--- src/txd_defs.svh ---
// Register map, field positions and reset values of the transmit driver and status bank
// How it works
// - Bit-rate detection result in status bits 5:4
// - Bits 3/2 show passive power and general timers
// - Bit 1 follows no-response timer running
// - Bit 0 follows mask receive timer running
// - Last conversion result readable at 25h
// - 26h and 27h read zero, read-only
// - Modulation index code maps to percent table
// - Resistance code maps to undefined/unit/double/quad/high-Z
// - Transmit driver register resets to 70h
// - Aux bit 7 low enables regulator AM
// - Aux bit 6 selects external pin polarity
// - Aux bit 5 gates external pin, reset clear
// - Aux bit 4 driver load modulation, reset set
// - Aux bit 3 resistive AM using 7-bit setting
`ifndef TXD_DEFS_SVH
`define TXD_DEFS_SVH

// Word indices; byte address is four times the index
`define TXD_IDX_STATUS     8'h24
`define TXD_IDX_CONV       8'h25
`define TXD_IDX_RSVD0      8'h26
`define TXD_IDX_RSVD1      8'h27
`define TXD_IDX_DRIVER     8'h28
`define TXD_IDX_AUX        8'ha8

`define TXD_RST_DRIVER     8'h70
`define TXD_RST_AUX        8'h10
`define TXD_RSVD_VALUE     8'h00

// Status fields
`define TXD_ST_RATE_HI     5
`define TXD_ST_RATE_LO     4
`define TXD_ST_PPT         3
`define TXD_ST_GPT         2
`define TXD_ST_NRT         1
`define TXD_ST_MRT         0

// Transmit driver fields
`define TXD_DRV_MOD_HI     7
`define TXD_DRV_MOD_LO     4
`define TXD_DRV_RES_HI     3
`define TXD_DRV_RES_LO     0

// Auxiliary modulation fields
`define TXD_AUX_REG_AM_DIS 7
`define TXD_AUX_EXT_POL    6
`define TXD_AUX_EXT_EN     5
`define TXD_AUX_DRV_LM     4
`define TXD_AUX_RESISTIVE_AM_ENABLE     3
`define TXD_AUX_MASK       8'hf8

// Modulation index table
`define TXD_PCT_BASE       7'h05
`define TXD_PCT_LIN_MAX    4'ha
`define TXD_PCT_C11        7'h11
`define TXD_PCT_C12        7'h13
`define TXD_PCT_C13        7'h16
`define TXD_PCT_C14        7'h1a
`define TXD_PCT_C15        7'h28

// Resistance code thresholds
`define TXD_RES_UNIT       4'h2
`define TXD_RES_DBL_MAX    4'h4
`define TXD_RES_QUAD_MAX   4'he
`define TXD_RES_HIGHZ      4'hf

`define TXD_STAT_W         6
`endif

--- src/txd_pkg.sv ---
// Types shared by the transmit driver and status bank
package txd_pkg;
  typedef enum logic [2:0]
  {
    TXD_RES_UNDEF  = 3'h0,
    TXD_RES_UNIT   = 3'h1,
    TXD_RES_DOUBLE = 3'h2,
    TXD_RES_QUAD   = 3'h3,
    TXD_RES_HIGHZ  = 3'h4
  } txd_res_e;

  typedef enum logic [0:0]
  {
    TXD_BUS_IDLE = 1'h0,
    TXD_BUS_ACK  = 1'h1
  } txd_bus_e;

  typedef logic [7:0] txd_byte_t;
endpackage : txd_pkg

--- src/txd_sync.sv ---
// Three-stage synchroniser; a change counts once stages two and three agree
`timescale 1ns/100ps
module txd_sync #(
  parameter int W = 1
) (
  input  wire logic         clk,
  input  wire logic         arst_n,
  input  wire logic [W-1:0] async_in,
  output logic      [W-1:0] sync_out
);
  logic [W-1:0] stage1;
  logic [W-1:0] stage2;
  logic [W-1:0] stage3;
  logic [W-1:0] next_sync_out;

  genvar i;
  generate
    for (i = 0; i < W; i++)
    begin : g_bit
      always_comb
      begin
        next_sync_out[i] = (stage2[i] == stage3[i]) ? stage3[i] : sync_out[i];
      end
    end
  endgenerate

  always_ff @(posedge clk or negedge arst_n)
  begin
    if (!arst_n)
    begin
      stage1   <= '0;
      stage2   <= '0;
      stage3   <= '0;
      sync_out <= '0;
    end
    else
    begin
      stage1   <= async_in;
      stage2   <= stage1;
      stage3   <= stage2;
      sync_out <= next_sync_out;
    end
  end
endmodule : txd_sync

--- src/txd_decode.sv ---
// Decodes modulation index and driver resistance codes into registered settings
`timescale 1ns/100ps
`include "txd_defs.svh"
module txd_decode (
  input  wire logic             clk,
  input  wire logic             arst_n,
  input  wire logic [3:0]       mod_code,
  input  wire logic [3:0]       res_code,
  output logic      [6:0]       modulation_percent,
  output txd_pkg::txd_res_e     res_class
);
  logic [6:0]        next_modulation_percent;
  txd_pkg::txd_res_e next_res_class;

  function automatic logic [6:0] pct_of(input logic [3:0] c);
    unique case (c)
      4'hb:    pct_of = `TXD_PCT_C11;
      4'hc:    pct_of = `TXD_PCT_C12;
      4'hd:    pct_of = `TXD_PCT_C13;
      4'he:    pct_of = `TXD_PCT_C14;
      4'hf:    pct_of = `TXD_PCT_C15;
      default: pct_of = `TXD_PCT_BASE + {3'h0, c};
    endcase
  endfunction : pct_of

  function automatic txd_pkg::txd_res_e res_of(input logic [3:0] c);
    if (c == `TXD_RES_HIGHZ)
      res_of = txd_pkg::TXD_RES_HIGHZ;
    else if (c > `TXD_RES_DBL_MAX)
      res_of = txd_pkg::TXD_RES_QUAD;
    else if (c > `TXD_RES_UNIT)
      res_of = txd_pkg::TXD_RES_DOUBLE;
    else if (c == `TXD_RES_UNIT)
      res_of = txd_pkg::TXD_RES_UNIT;
    else
      res_of = txd_pkg::TXD_RES_UNDEF;
  endfunction : res_of

  always_comb
  begin
    next_modulation_percent = pct_of(mod_code);
    next_res_class          = res_of(res_code);
  end

  always_ff @(posedge clk or negedge arst_n)
  begin
    if (!arst_n)
    begin
      modulation_percent <= `TXD_PCT_BASE;
      res_class          <= txd_pkg::TXD_RES_UNDEF;
    end
    else
    begin
      modulation_percent <= next_modulation_percent;
      res_class          <= next_res_class;
    end
  end
endmodule : txd_decode

--- src/txd_regs.sv ---
// Transmit driver and status register bank with Avalon-MM slave
//
// Implementation choice: the Avalon-MM register port.
`timescale 1ns/100ps
`include "txd_defs.svh"
module txd_regs (
  input  wire logic         clk,
  input  wire logic         arst_n,
  // Avalon-MM slave, word addressed
  input  wire logic [7:0]   address,
  input  wire logic         read,
  input  wire logic         write,
  input  wire logic [31:0]  writedata,
  input  wire logic [3:0]   byteenable,
  output logic      [31:0]  readdata,
  output logic              waitrequest,
  // Status sources from other domains
  input  wire logic [1:0]   detected_rate,
  input  wire logic         passive_power_timer_running,
  input  wire logic         general_timer_running,
  input  wire logic         no_response_timer_running,
  input  wire logic         mask_receive_timer_running,
  input  wire logic [7:0]   conversion_data,
  input  wire logic         conversion_done_toggle,
  // Same-clock modulation sources
  input  wire logic         load_mod_signal,
  input  wire logic [6:0]   resistive_am_resistance,
  input  wire logic [3:0]   target_modulated_resistance,
  input  wire logic [3:0]   target_unmodulated_resistance,
  // Driver controls
  output logic [3:0]        modulation_index_code,
  output logic [6:0]        modulation_percent,
  output logic [3:0]        driver_resistance_code,
  output txd_pkg::txd_res_e driver_resistance_class,
  output logic              rf_output_driver_highz,
  output logic              regulator_am_enable,
  output logic              driver_load_mod_enable,
  output logic              resistive_am_enable,
  output logic [6:0]        resistive_am_setting,
  output logic [3:0]        load_mod_resistance,
  output logic              external_load_mod_pin
);
  // Synchronised status; conversion toggle has its own synchroniser
  logic [`TXD_STAT_W-1:0] stat_raw;
  logic [`TXD_STAT_W-1:0] stat_sync;
  logic [7:0]             conv_data_s1;
  logic [7:0]             conv_data_s2;
  logic                   conv_tog_sync;
  logic                   conv_tog_seen;
  logic                   next_conv_tog_seen;

  // Registers
  txd_pkg::txd_byte_t     driver_reg;
  txd_pkg::txd_byte_t     aux_reg;
  txd_pkg::txd_byte_t     conv_reg;
  txd_pkg::txd_byte_t     next_driver_reg;
  txd_pkg::txd_byte_t     next_aux_reg;
  txd_pkg::txd_byte_t     next_conv_reg;

  // Bus state
  txd_pkg::txd_bus_e      bus_state;
  txd_pkg::txd_bus_e      next_bus_state;
  logic [31:0]            next_readdata;
  logic                   req;
  logic                   wr_take;

  // Output registers
  logic                   next_regulator_am_enable;
  logic                   next_driver_load_mod_enable;
  logic                   next_resistive_am_enable;
  logic [6:0]             next_resistive_am_setting;
  logic [3:0]             next_load_mod_resistance;
  logic                   next_external_load_mod_pin;
  logic                   next_rf_output_driver_highz;

  function automatic txd_pkg::txd_byte_t read_mux(
    input logic [7:0]         idx,
    input logic [`TXD_STAT_W-1:0] st,
    input txd_pkg::txd_byte_t cv,
    input txd_pkg::txd_byte_t dr,
    input txd_pkg::txd_byte_t ax
  );
    unique case (idx)
      `TXD_IDX_STATUS: read_mux = {2'h0, st};
      `TXD_IDX_CONV:   read_mux = cv;
      `TXD_IDX_RSVD0:  read_mux = `TXD_RSVD_VALUE;
      `TXD_IDX_RSVD1:  read_mux = `TXD_RSVD_VALUE;
      `TXD_IDX_DRIVER: read_mux = dr;
      `TXD_IDX_AUX:    read_mux = ax;
      default:         read_mux = 8'h00;
    endcase
  endfunction : read_mux

  assign stat_raw[`TXD_ST_RATE_HI:`TXD_ST_RATE_LO] = detected_rate;
  assign stat_raw[`TXD_ST_PPT]                      = passive_power_timer_running;
  assign stat_raw[`TXD_ST_GPT]                      = general_timer_running;
  assign stat_raw[`TXD_ST_NRT]                      = no_response_timer_running;
  assign stat_raw[`TXD_ST_MRT]                      = mask_receive_timer_running;

  txd_sync #(
    .W (`TXD_STAT_W)
  ) u_stat_sync (
    .clk      (clk),
    .arst_n   (arst_n),
    .async_in (stat_raw),
    .sync_out (stat_sync)
  );

  // Event crossing: data is held stable by the converter across its toggle
  txd_sync #(
    .W (1)
  ) u_conv_sync (
    .clk      (clk),
    .arst_n   (arst_n),
    .async_in (conversion_done_toggle),
    .sync_out (conv_tog_sync)
  );

  txd_decode u_decode (
    .clk                (clk),
    .arst_n             (arst_n),
    .mod_code           (driver_reg[`TXD_DRV_MOD_HI:`TXD_DRV_MOD_LO]),
    .res_code           (driver_reg[`TXD_DRV_RES_HI:`TXD_DRV_RES_LO]),
    .modulation_percent (modulation_percent),
    .res_class          (driver_resistance_class)
  );

  // One wait cycle on every access, so a read answer always comes from a flop
  assign req         = read | write;
  assign waitrequest = req & (bus_state == txd_pkg::TXD_BUS_IDLE);
  assign wr_take     = write & (bus_state == txd_pkg::TXD_BUS_ACK) & byteenable[0];

  always_comb
  begin
    next_bus_state = txd_pkg::TXD_BUS_IDLE;
    next_readdata  = readdata;
    unique case (bus_state)
      txd_pkg::TXD_BUS_IDLE:
      begin
        if (req)
        begin
          next_bus_state = txd_pkg::TXD_BUS_ACK;
          if (read)
            next_readdata = {24'h0, read_mux(address, stat_sync, conv_reg,
                                             driver_reg, aux_reg)};
        end
      end
      txd_pkg::TXD_BUS_ACK:
      begin
        next_bus_state = txd_pkg::TXD_BUS_IDLE;
      end
    endcase
  end

  always_ff @(posedge clk or negedge arst_n)
  begin
    if (!arst_n)
    begin
      bus_state <= txd_pkg::TXD_BUS_IDLE;
      readdata  <= 32'h0;
    end
    else
    begin
      bus_state <= next_bus_state;
      readdata  <= next_readdata;
    end
  end

  // Register writes; read-only and unmapped indices fall through untouched
  always_comb
  begin
    next_driver_reg = driver_reg;
    next_aux_reg    = aux_reg;
    if (wr_take)
    begin
      if (address == `TXD_IDX_DRIVER)
        next_driver_reg = writedata[7:0];
      else if (address == `TXD_IDX_AUX)
        next_aux_reg = writedata[7:0] & `TXD_AUX_MASK; // Spare bits stay zero
    end
  end

  // Capture conversion result on a completed-conversion event
  always_comb
  begin
    next_conv_tog_seen = conv_tog_sync;
    next_conv_reg      = conv_reg;
    if (conv_tog_sync != conv_tog_seen)
      next_conv_reg = conv_data_s2;
  end

  always_ff @(posedge clk or negedge arst_n)
  begin
    if (!arst_n)
    begin
      driver_reg    <= `TXD_RST_DRIVER;
      aux_reg       <= `TXD_RST_AUX;
      conv_reg      <= 8'h00;
      conv_tog_seen <= 1'b0;
      conv_data_s1  <= 8'h00;
      conv_data_s2  <= 8'h00;
    end
    else
    begin
      driver_reg    <= next_driver_reg;
      aux_reg       <= next_aux_reg;
      conv_reg      <= next_conv_reg;
      conv_tog_seen <= next_conv_tog_seen;
      conv_data_s1  <= conversion_data;
      conv_data_s2  <= conv_data_s1;
    end
  end

  assign modulation_index_code  = driver_reg[`TXD_DRV_MOD_HI:`TXD_DRV_MOD_LO];
  assign driver_resistance_code = driver_reg[`TXD_DRV_RES_HI:`TXD_DRV_RES_LO];

  // Driver control outputs
  always_comb
  begin
    next_regulator_am_enable    = ~aux_reg[`TXD_AUX_REG_AM_DIS];
    next_driver_load_mod_enable = aux_reg[`TXD_AUX_DRV_LM];
    next_resistive_am_enable    = aux_reg[`TXD_AUX_RESISTIVE_AM_ENABLE];
    next_resistive_am_setting   = aux_reg[`TXD_AUX_RESISTIVE_AM_ENABLE] ?
                                  resistive_am_resistance : 7'h00;
    next_rf_output_driver_highz =
      (driver_reg[`TXD_DRV_RES_HI:`TXD_DRV_RES_LO] == `TXD_RES_HIGHZ);
    // Target resistances are trusted stable once target mode is entered
    if (aux_reg[`TXD_AUX_DRV_LM])
      next_load_mod_resistance = load_mod_signal ? target_modulated_resistance
                                                 : target_unmodulated_resistance;
    else
      next_load_mod_resistance = driver_reg[`TXD_DRV_RES_HI:`TXD_DRV_RES_LO];
    // Disabled pin rests at its inactive level for the chosen polarity
    if (aux_reg[`TXD_AUX_EXT_EN])
      next_external_load_mod_pin = load_mod_signal ^
                                   aux_reg[`TXD_AUX_EXT_POL];
    else
      next_external_load_mod_pin = aux_reg[`TXD_AUX_EXT_POL];
  end

  always_ff @(posedge clk or negedge arst_n)
  begin
    if (!arst_n)
    begin
      regulator_am_enable    <= 1'b1;
      driver_load_mod_enable <= 1'b1;
      resistive_am_enable    <= 1'b0;
      resistive_am_setting   <= 7'h00;
      rf_output_driver_highz <= 1'b0;
      load_mod_resistance    <= 4'h0;
      external_load_mod_pin  <= 1'b0;
    end
    else
    begin
      regulator_am_enable    <= next_regulator_am_enable;
      driver_load_mod_enable <= next_driver_load_mod_enable;
      resistive_am_enable    <= next_resistive_am_enable;
      resistive_am_setting   <= next_resistive_am_setting;
      rf_output_driver_highz <= next_rf_output_driver_highz;
      load_mod_resistance    <= next_load_mod_resistance;
      external_load_mod_pin  <= next_external_load_mod_pin;
    end
  end
endmodule : txd_regs

--- config.mk ---
export PLATFORM = sky130hd
export DESIGN_NAME = txd_regs
export DESIGN_NICKNAME = d
export VERILOG_FILES = /design/src/txd_pkg.sv /design/src/txd_sync.sv /design/src/txd_decode.sv /design/src/txd_regs.sv
export VERILOG_INCLUDE_DIRS = /design/src
export SDC_FILE = /design/constraint.sdc
export NUM_CORES = 1
export LEC_CHECK = 0
export BUFFER_PORTS_ARGS = -buffer_cell sky130_fd_sc_hd__buf_2
export CAP_MARGIN = 30
export CORE_UTILIZATION = 35
export CTS_CLUSTER_SIZE = 30
export DETAILED_ROUTE_END_ITERATION = 8
export PLACE_DENSITY = 0.72
export SETUP_SLACK_MARGIN = 0.1
export SYNTH_ARGS = -nofsm -noshare
export SYNTH_HDL_FRONTEND = slang
export SYNTH_HIERARCHICAL = 1
export SYNTH_SLANG_ARGS = --single-unit
--- constraint.sdc ---
create_clock -name clk -period 1.6 [get_ports clk]
set_input_delay 0.24 -clock clk [delete_from_list [all_inputs] [get_ports clk]]
set_output_delay 0.24 -clock clk [all_outputs]
set_load 0.01 [all_outputs]
==> results of run 1 <==
-- worst reg2reg max path: stages, from the launching register on --
cell	delay, ns
dfstp_2	0.62
inv_1	0.08
ha_1	0.20
nor3_1	0.24
o21ai_0	0.13
-- worst paths after layout --
kind | startpoint | to | slack [ns]
setup / recovery | address[4] | driver_reg[0]$_DFFE_PN0P_ | 0.14
hold / removal | resistive_am_resistance[0] | resistive_am_setting[0]$_DFF_PN0_ | 0.09
setup reg to reg | driver_reg[5]$_DFFE_PN1P_ | u_decode/modulation_percent[1]$_DFF_PN0_ | 0.21
hold reg to reg | u_stat_sync/stage1[0]$_DFF_PN0_ | u_stat_sync/stage2[0]$_DFF_PN0_ | 0.34
max in group asynchronous | arst_n | u_decode/modulation_percent[2]$_DFF_PN1_ | 0.65
min in group asynchronous | arst_n | u_stat_sync/sync_out[3]$_DFFE_PN0N_ | 0.37
-- logic make-up (layout without fill, tap and decap cells) --
logic type / after synthesis / in the layout / synth area share [%]
AO/OA/AOI/OAI: 30 / 30 / 5.20
XOR/XNOR: 2 / 2 / 0.464
adder cells (fa/ha/maj): 11 / 11 / 3.41
buffers and inverters: 34 / 146 / 6.13
flip-flops: 100 / 100 / 66.5
multiplexers: 37 / 37 / 10.6
other: 2 / 25 / 0.199
AND/OR/NAND/NOR: 46 / 46 / 7.42
-- metal layers --
metal / global-route usage [%] / vias to the layer above
met1: 15.7 / 1103
met5: 0 / -
met4: 5.65 / 0
met3: 3.65 / 15
li1: - / 1120
met2: 22.2 / 76
-- power by group through the flow --
| stage | Sequential [mW] | Clock [mW] | Combinational (mW) |
|---|---|---|---|
| finish | 2.73 | 1.52 | 0.439 |
| global route | 2.75 | 1.70 | 0.488 |
| CTS | 2.73 | 1.59 | 0.447 |
| detailed placement | 2.78 | 0 | 0.414 |
| global placement | 2.77 | 0 | 0.402 |
| floorplan | 2.77 | 0 | 0.252 |
-- cell usage in the layout, fill, tap and decap left out, drive strengths merged --
cell type / n
a2111o: 1
a22o: 5
nor3b: 3
or4b: 3
and4: 2
dfrtp: 92
dfstp: 8
clkbuf: 11
maj3: 7
mux2: 25
a22oi: 3
nor2b: 1
xor2: 1
and3b: 2
or3b: 1
nor3: 2
conb: 25
xnor2: 1
and3: 2
nand4: 1
o21ai: 6
nand2b: 2
clkinv: 1
o22ai: 5
dlygate4sd3: 16
mux2i: 12
clkinvlp: 2
nand2: 9
ha: 4
nor4b: 1
a211oi: 3
a21oi: 7
inv: 5
buf: 111
and2: 7
nor2: 10
-- layout make-up --
type                            instances  share of cell area (%)
Clock buffer                           11                    3.15
Inverter                                3                   0.234
Tap cell                              136                    3.54
Multi-Input combinational cell        151                    23.4
Timing Repair Buffer                  127                    16.5
Clock inverter                          5                   0.911
Sequential cell                       100                    52.3
-- stage by stage --
step,util [%],setup WS [ns],instance area (um^2),hold WS (ns),setup TNS [ns]
6_report,46.3,0.142,4810,0.0911,0
5_1_grt,46.3,0.105,4810,0.0776,0
4_1_cts,46.3,0.132,4800,0.0738,0
3_5_place_dp,42.9,-0.234,4450,0.216,-2.15
3_3_place_gp,42.9,-0.207,4450,0.206,-1.82
2_1_floorplan,-,-0.137,3870,-0.0556,-0.977
-- what timing repair did --
item / in CTS / in global routing
gates resized for setup: 0 / 1
hold endpoints to repair: 47 / 0
hold buffers: 16 / 0
setup endpoints to repair: 0 / 1
==> results.json, run 1 <==
{
  "cp.depth": 5,
  "peakVddDrop_uv": 594,
  "synth_cells": 262,
  "cp_slowest_stage_delay_ns": 0.64,
  "cts_buffer_depth": 2,
  "crit_type": "input port to register",
  "track_usage_pct": 13.2,
  "clkTransAtPathRegs_ns": 0.09,
  "vias": 2314,
  "ys.flop_type": "dfrtp_1",
  "period_share_pct": 91.1,
  "multi_input_area_um2": 1120,
  "die_h_um": 106,
  "nNetsFinal": 475,
  "p_total_mw": 4.69,
  "cp_max_fo": 5,
  "grt_antenna_before_repair": 0,
  "yosysWarningCount": 6,
  "synth_top_area_share_pct": 61.0,
  "path_buf_inv": 2,
  "synthArstFlopShare_pct": 100,
  "maxCapViolations": 0,
  "cp_slowest_cell": "or4b_1",
  "fmax_mhz": 686,
  "cp_cell_sequence": "buf_2, or4b_1, nor3b_4, buf_4, mux2_2",
  "ys_top_cells_by_area": "dfrtp_1 61%, mux2_2 7.5%, dfstp_2 5.6%",
  "num_rows": 37,
  "hold_class": "input port to register",
  "port_buffers": 93,
  "gr-total-overflow": 0,
  "wl_met2_um": 3410,
  "viasPerCell": 4.34,
  "synth.largest_area_cell": "dfrtp_1",
  "core_um2": 10400,
  "power_leakage_nw": 2.43,
  "fin_skew_ns": 0.0133,
  "crit_path_end_kind": "register",
  "postRouteAntennaNets": 0,
  "required_ns": 1.84,
  "hold_violations": 0,
  "setup_violations": 0,
  "status": "complete, no violations",
  "synth_commonest_cells": "92 x dfrtp_1, 25 x buf_4, 25 x mux2_2",
  "critPathTopFamily": "simple AND/OR/NAND/NOR gates",
  "seqCellArea_um2": 2510,
  "rsz0062_at_grt": "false",
  "drt_iter0_drc": 32,
  "power.internal_mw": 3.56,
  "firstDrtPassIters": 4,
  "diodes": 0,
  "drt_wl_total_um": 6890,
  "clkSinkCount": 100,
  "arrival_ns": 1.70,
  "yosysMostFrequentCell": "dfrtp_1",
  "htree_num_levels": 3,
  "clock-root-buffer": "clkbuf_8",
  "syn2layout_area_growth_pct": 27.3,
  "drc_errors": 0,
  "grt_max_degree": 38,
  "ys_types": 39,
  "p_seq_share_pct": 58.2,
  "gp_congestion": 0.775,
  "whs_path_depth": 2,
  "die_area_um2": 11200,
  "dr_wl_met3_um": 351,
  "postCtsSetupBuffers": 0,
  "numCtsBuffers": 9,
  "insertion_delay_ns": 0.36,
  "ff2ff_path_depth": 4,
  "p_sw_mw": 1.13,
  "cts_tree": "yes",
  "fp.dieW_um": 106,
  "place_hpwl_um": 5160,
  "initial_core_util_pct": 36.4,
  "avgSynthCellArea_um2": 14.4,
  "critPathLaunchType": "input port",
  "ioPinCount": 146,
  "fill_cells": 981,
  "ys_seq_area_share_pct": 66.5,
  "m1WireLength_um": 2990,
  "final_cells": 533,
  "slew_viol_final": 0,
  "wl_per_cell_um": 12.9,
  "synth-edff-count": 0,
  "p_sw_share_pct": 24.0,
  "power_density_nw_per_um2": 976,
  "combPwrFrac_pct": 9.4,
  "power_frac_clock_pct": 32.4,
  "ys_seq_elements": 100,
  "highest_layer": "met4",
  "first_global_vias": 2300,
  "drive_above_1_share_pct": 43.3,
  "dp_cells": 501,
  "grt_pass1_wl_um": 11100,
  "synth_area_um2": 3780,
  "layout_min_cycle_time_ns": 1.46
}
Note: power is estimated with default switching activity, not from simulation.
==> run 2: changes to the inputs <==
clock period = 1.4 ns   (was 1.6 ns; I/O delays follow)
==> run 2 against run 1 <==
  * Critical path depth did not move
  * Non-clock buffer count grew 5
  * Cell count rose by 1.1%
  * Critical path type unchanged
  * Largest power group unchanged
  * Highest routed layer unchanged
==> results.json, run 2 (synthesis results as in run 1) <==
{
  "slew_viol_final": 0,
  "power_leakage_nw": 2.48,
  "cts_tree": "yes",
  "highest_layer": "met4",
  "status": "complete, no violations",
  "layout_min_cycle_time_ns": 1.37,
  "place_hpwl_um": 5430,
  "cts_buffer_depth": 2,
  "fp.dieW_um": 106,
  "die_h_um": 106,
  "final_cell_area_um2": 4990,
  "die_area_um2": 11200,
  "maxCapViolations": 0,
  "fin_skew_ns": 0.00856,
  "grt_antenna_before_repair": 0,
  "cp_slowest_stage_delay_ns": 0.58,
  "arrival_ns": 1.61,
  "endpoint": "driver_reg[3]$_DFFE_PN0P_",
  "layout_commonest_cell": "dfrtp_1",
  "drt_iter0_drc": 38,
  "numCtsBuffers": 9,
  "path_buf_inv": 2,
  "firstDrtPassIters": 4,
  "nNetsFinal": 480,
  "rsz0062_at_grt": "true",
  "rr_startpoint": "bus_state$_DFF_PN0_",
  "drt_wl_total_um": 7290,
  "cp_slowest_cell": "or4b_1",
  "crit_path_end_kind": "register",
  "crit_type": "input port to register",
  "critPathTopFamily": "simple AND/OR/NAND/NOR gates",
  "syn2layout_area_growth_pct": 32.3,
  "grt_pass1_wl_um": 11900,
  "clkSinkCount": 100,
  "setup_violations": 0,
  "fmax_mhz": 730,
  "initial_core_util_pct": 36.4,
  "final_cells": 539,
  "r2r_end": "driver_reg[3]$_DFFE_PN0P_",
  "wl_met2_um": 3740,
  "m1WireLength_um": 3120,
  "port_buffers": 93,
  "drive_above_1_share_pct": 47.5,
  "drc_errors": 0,
  "place_area_um2": 4480,
  "grt_max_degree": 55,
  "core_um2": 10400,
  "cp_cell_sequence": "buf_2, or4b_1, nor3b_4, buf_12, mux2_4",
  "dr_wl_met3_um": 338,
  "clock-root-buffer": "clkbuf_8",
  "hold_violations": 0,
  "ff2ff_setup_slack_ns": 0.04,
  "p_total_mw": 5.38,
  "peakVddDrop_uv": 738,
  "wl_per_cell_um": 13.5,
  "cp.depth": 5,
  "insertion_delay_ns": 0.35,
  "mostFrequentLayoutCells": "91 x dfrtp_1, 89 x buf_2, 25 x conb_1, 20 x buf_4, 17 x mux2_2",
  "clkTransAtPathRegs_ns": 0.09,
  "power_density_nw_per_um2": 1080,
  "vias": 2382,
  "critPathLaunch": "address[2]",
  "required_ns": 1.64,
  "dp_cells": 501,
  "htree_num_levels": 3,
  "num_rows": 37,
  "postRouteAntennaNets": 0,
  "hold_class": "input port to register",
  "gr-total-overflow": 0,
  "first_global_vias": 2400,
  "viasPerCell": 4.42,
  "hold_ws_ns": 0.0673,
  "ioPinCount": 146,
  "critPathLaunchType": "input port",
  "track_usage_pct": 13.9,
  "ff2ff_path_depth": 4,
  "cp_max_fo": 8,
  "period_share_pct": 97.8,
  "gp_congestion": 0.784
}
==> run 2: cell count changes in the layout (fill, tap and decap cells not counted), moves of 3 or more <==
cell | before | now
buf_2 | 92 | 89
buf_4 | 16 | 20
buf_6 | 1 | 4
ha_1 | 4 | 0
ha_2 | 0 | 3
mux2_2 | 25 | 17
mux2_4 | 0 | 8
o21ai_0 | 6 | 2
o21ai_1 | 0 | 3
==> run 2: worst min path at each step <==
stage / from / endpoint / slack, ns / cells past startpoint
6_report: resistive_am_resistance[5] / resistive_am_setting[5]$_DFF_PN0_ / 0.07 / 2
5_1_grt: resistive_am_resistance[3] / resistive_am_setting[3]$_DFF_PN0_ / 0.05 / 2
4_1_cts: resistive_am_resistance[5] / resistive_am_setting[5]$_DFF_PN0_ / 0.05 / 2
3_5_place_dp: arst_n / u_stat_sync/sync_out[2]$_DFFE_PN0N_ / 0.09 / 1
3_3_place_gp: arst_n / u_stat_sync/stage2[2]$_DFF_PN0_ / 0.09 / 1
2_1_floorplan: arst_n / aux_reg[3]$_DFFE_PN0P_ / -0.09 / 0
==> run 2: report_power, final <==
part           switching (mW)  internal [mW]
Sequential             0.0788           3.04
Clock                    1.00          0.693
Combinational           0.259          0.298
==> run 2: final cells by class <==
type | count | area, um^2
Antenna cell | 1 | 2.50
Clock buffer | 9 | 124
Clock inverter | 7 | 66.3
Fill cell | 955 | 5380
Inverter | 3 | 11.3
Multi-Input combinational cell | 151 | 1250
Sequential cell | 100 | 2510
Tap cell | 136 | 170
Timing Repair Buffer | 132 | 861
==> run 2: what timing repair did <==
action | in CTS | in global routing
endpoints found under the setup margin | 21 | 28
hold endpoints to repair | 60 | 0
gates resized for setup | 23 | 10
hold buffers | 16 | 0
buffers inserted | 3 | 2
pin swaps | 3 | 5
==> run 2: routing by layer <==
layer  global-route usage (%)  up-vias
li1                         -     1133
met1                     16.6     1161
met2                     24.1       81
met3                     3.77        7
met4                     4.37        0
met5                        0        -
==> run 2: stage by stage <==
step	TNS (ns)	utilization, %	setup WS [ns]
after floorplan	-2.34	-	-0.307
after global placement	-3.80	43.2	-0.348
after detailed placement	-4.02	43.2	-0.361
after CTS	0	47.6	0.0289
after global routing	-0.00592	48.1	-0.00330
final	0	48.2	0.0306
==> run 3: changes to the inputs <==
BUFFER_PORTS_ARGS = default   (was -buffer_cell sky130_fd_sc_hd__buf_2)
DONT_BUFFER_PORTS = 1   (was default)
PLACE_DENSITY = 0.6   (was 0.72)
SETUP_SLACK_MARGIN = 0.05   (was 0.1)
==> run 3 against run 2 <==
  * The run now ends with negative hold slack left
  * Cell area is 9.7% lower
  * Sequential cell count unchanged
  * Critical path depth fell by 1
  * Via count shrank 13%
  * Sequential power is essentially flat
  * Hold slack lost 0.54 ns
  * Global-route usage is 0.95 points lower
  * Worst setup slack better by 0.014 ns
  * Sequential share of layout area is 5.4 points higher
  * Critical path type is now register to register
  * Largest cell class unchanged
==> results.json, run 3 (synthesis results as in run 1) <==
{
  "rr_startpoint": "bus_state$_DFF_PN0_",
  "first_global_vias": 2012,
  "setup_violations": 0,
  "critPathLaunchType": "register",
  "layout_commonest_cell": "dfrtp_1",
  "final_util_pct": 43.5,
  "core_um2": 10400,
  "cp_max_fo": 8,
  "drt_iter0_drc": 63,
  "place_hpwl_um": 4850,
  "die_h_um": 106,
  "initial_core_util_pct": 36.4,
  "drive_above_1_share_pct": 25.8,
  "power_leakage_nw": 2.04,
  "gr-total-overflow": 0,
  "status": "finished, violations left",
  "postRouteAntennaNets": 0,
  "numCtsBuffers": 9,
  "clock-root-buffer": "clkbuf_8",
  "num_rows": 37,
  "diodes": 0,
  "crit_type": "register to register",
  "firstDrtPassIters": 4,
  "htree_num_levels": 3,
  "viasPerCell": 4.60,
  "mostFrequentLayoutCells": "92 x dfrtp_1, 31 x dlygate4sd3_1, 25 x conb_1, 20 x mux2_2, 12 x mux2i_1",
  "die_area_um2": 11200,
  "ioPinCount": 146,
  "grt_pass1_wl_um": 10800,
  "cts_buffer_depth": 2,
  "cts_tree": "yes",
  "clkSinkCount": 100,
  "power_density_nw_per_um2": 1150,
  "hold_violations": 100,
  "fp.dieW_um": 106,
  "track_usage_pct": 12.9,
  "final_cells": 450,
  "insertion_delay_ns": 0.36,
  "fin_skew_ns": 0.00658,
  "gp_congestion": 0.735,
  "place_area_um2": 3930,
  "slew_viol_final": 0,
  "violations": "negative hold slack",
  "layout_min_cycle_time_ns": 1.36,
  "hold_ws_ns": -0.468,
  "dp_cells": 401,
  "clkTransAtPathRegs_ns": 0.10,
  "maxCapViolations": 0,
  "final_cell_area_um2": 4510,
  "syn2layout_area_growth_pct": 19.5,
  "critPathLaunch": "bus_state$_DFF_PN0_",
  "required_ns": 1.64,
  "wl_per_cell_um": 15.5,
  "fmax_mhz": 738,
  "crit_path_end_kind": "register",
  "grt_max_degree": 101,
  "rsz0062_at_grt": "true",
  "nNetsFinal": 392,
  "period_share_pct": 96.8,
  "vias": 2071,
  "port_buffers": 0,
  "peakVddDrop_uv": 813,
  "grt_antenna_before_repair": 0,
  "drt_wl_total_um": 6970,
  "arrival_ns": 1.60,
  "drc_errors": 0,
  "hold_class": "input port to asynchronous set/reset pin"
}
## run 3: worst paths after layout
| path | end | slack [ns] | depth (start not counted) |
|---|---|---|---|
| worst min-delay path | u_stat_sync/stage2[2]$_DFF_PN0_ | -0.47 | 0 |
| worst max-delay path | driver_reg[1]$_DFFE_PN0P_ | 0.04 | 4 |
| worst max register to register | driver_reg[1]$_DFFE_PN0P_ | 0.04 | 4 |
| min in group clk | bus_state$_DFF_PN0_ | 0.05 | 2 |
| max in group asynchronous | regulator_am_enable$_DFF_PN1_ | 1.65 | 0 |
| worst min register to register | u_stat_sync/stage2[0]$_DFF_PN0_ | 0.35 | 0 |
## run 3: repair_timing
action                                  4_1_cts  5_1_grt
gates cloned                                  0        0
pin swaps                                     2        4
setup buffers                                 1        1
endpoints found under the setup margin       15       17
endpoints found under the hold margin       136      101
hold buffers                                 30        1
gates resized for setup                       2       19
## run 3: layout make-up
type,count,area (um^2)
Clock buffer,10,138
Clock inverter,6,46.3
Fill cell,987,5860
Timing Repair Buffer,44,428
Multi-Input combinational cell,151,1200
Tap cell,136,170
Inverter,3,11.3
Sequential cell,100,2510
## run 3: layer usage
layer  share of wire (%)  wire, um  GRT usage, %  vias to the layer above
li1                    -         -             -                      950
met2                  49      3410          20.9                       87
met4                 1.4        96          4.76                        0
met5                   0         0             0                        -
met3                 7.4       516          5.38                       10
met1                  42      2950          15.4                     1024
## run 3: through the flow
step / setup WS [ns] / hold slack, ns / total power [mW] / TNS [ns]
global placement: -0.242 / -0.0836 / 3.46 / -2.14
CTS: 0.0256 / -0.492 / 5.26 / 0
finish: 0.0449 / -0.468 / 5.18 / 0
floorplan: -0.307 / -0.0856 / 3.46 / -2.34
global route: -0.0298 / -0.505 / 5.43 / -0.0916
detailed placement: -0.251 / -0.0834 / 3.48 / -2.31
## run 3: report_power, final
group | switching, mW | internal, mW | total, mW
Combinational | 0.142 | 0.227 | 0.370
Clock | 0.982 | 0.707 | 1.69
Sequential | 0.0827 | 3.04 | 3.13
## run 3: worst max-delay path, stage by stage, from the launching register on
cell and delay, ns:
dfrtp_1 0.36, and3_4 0.21, nor3b_4 0.22, buf_12 0.16, mux2_4 0.30
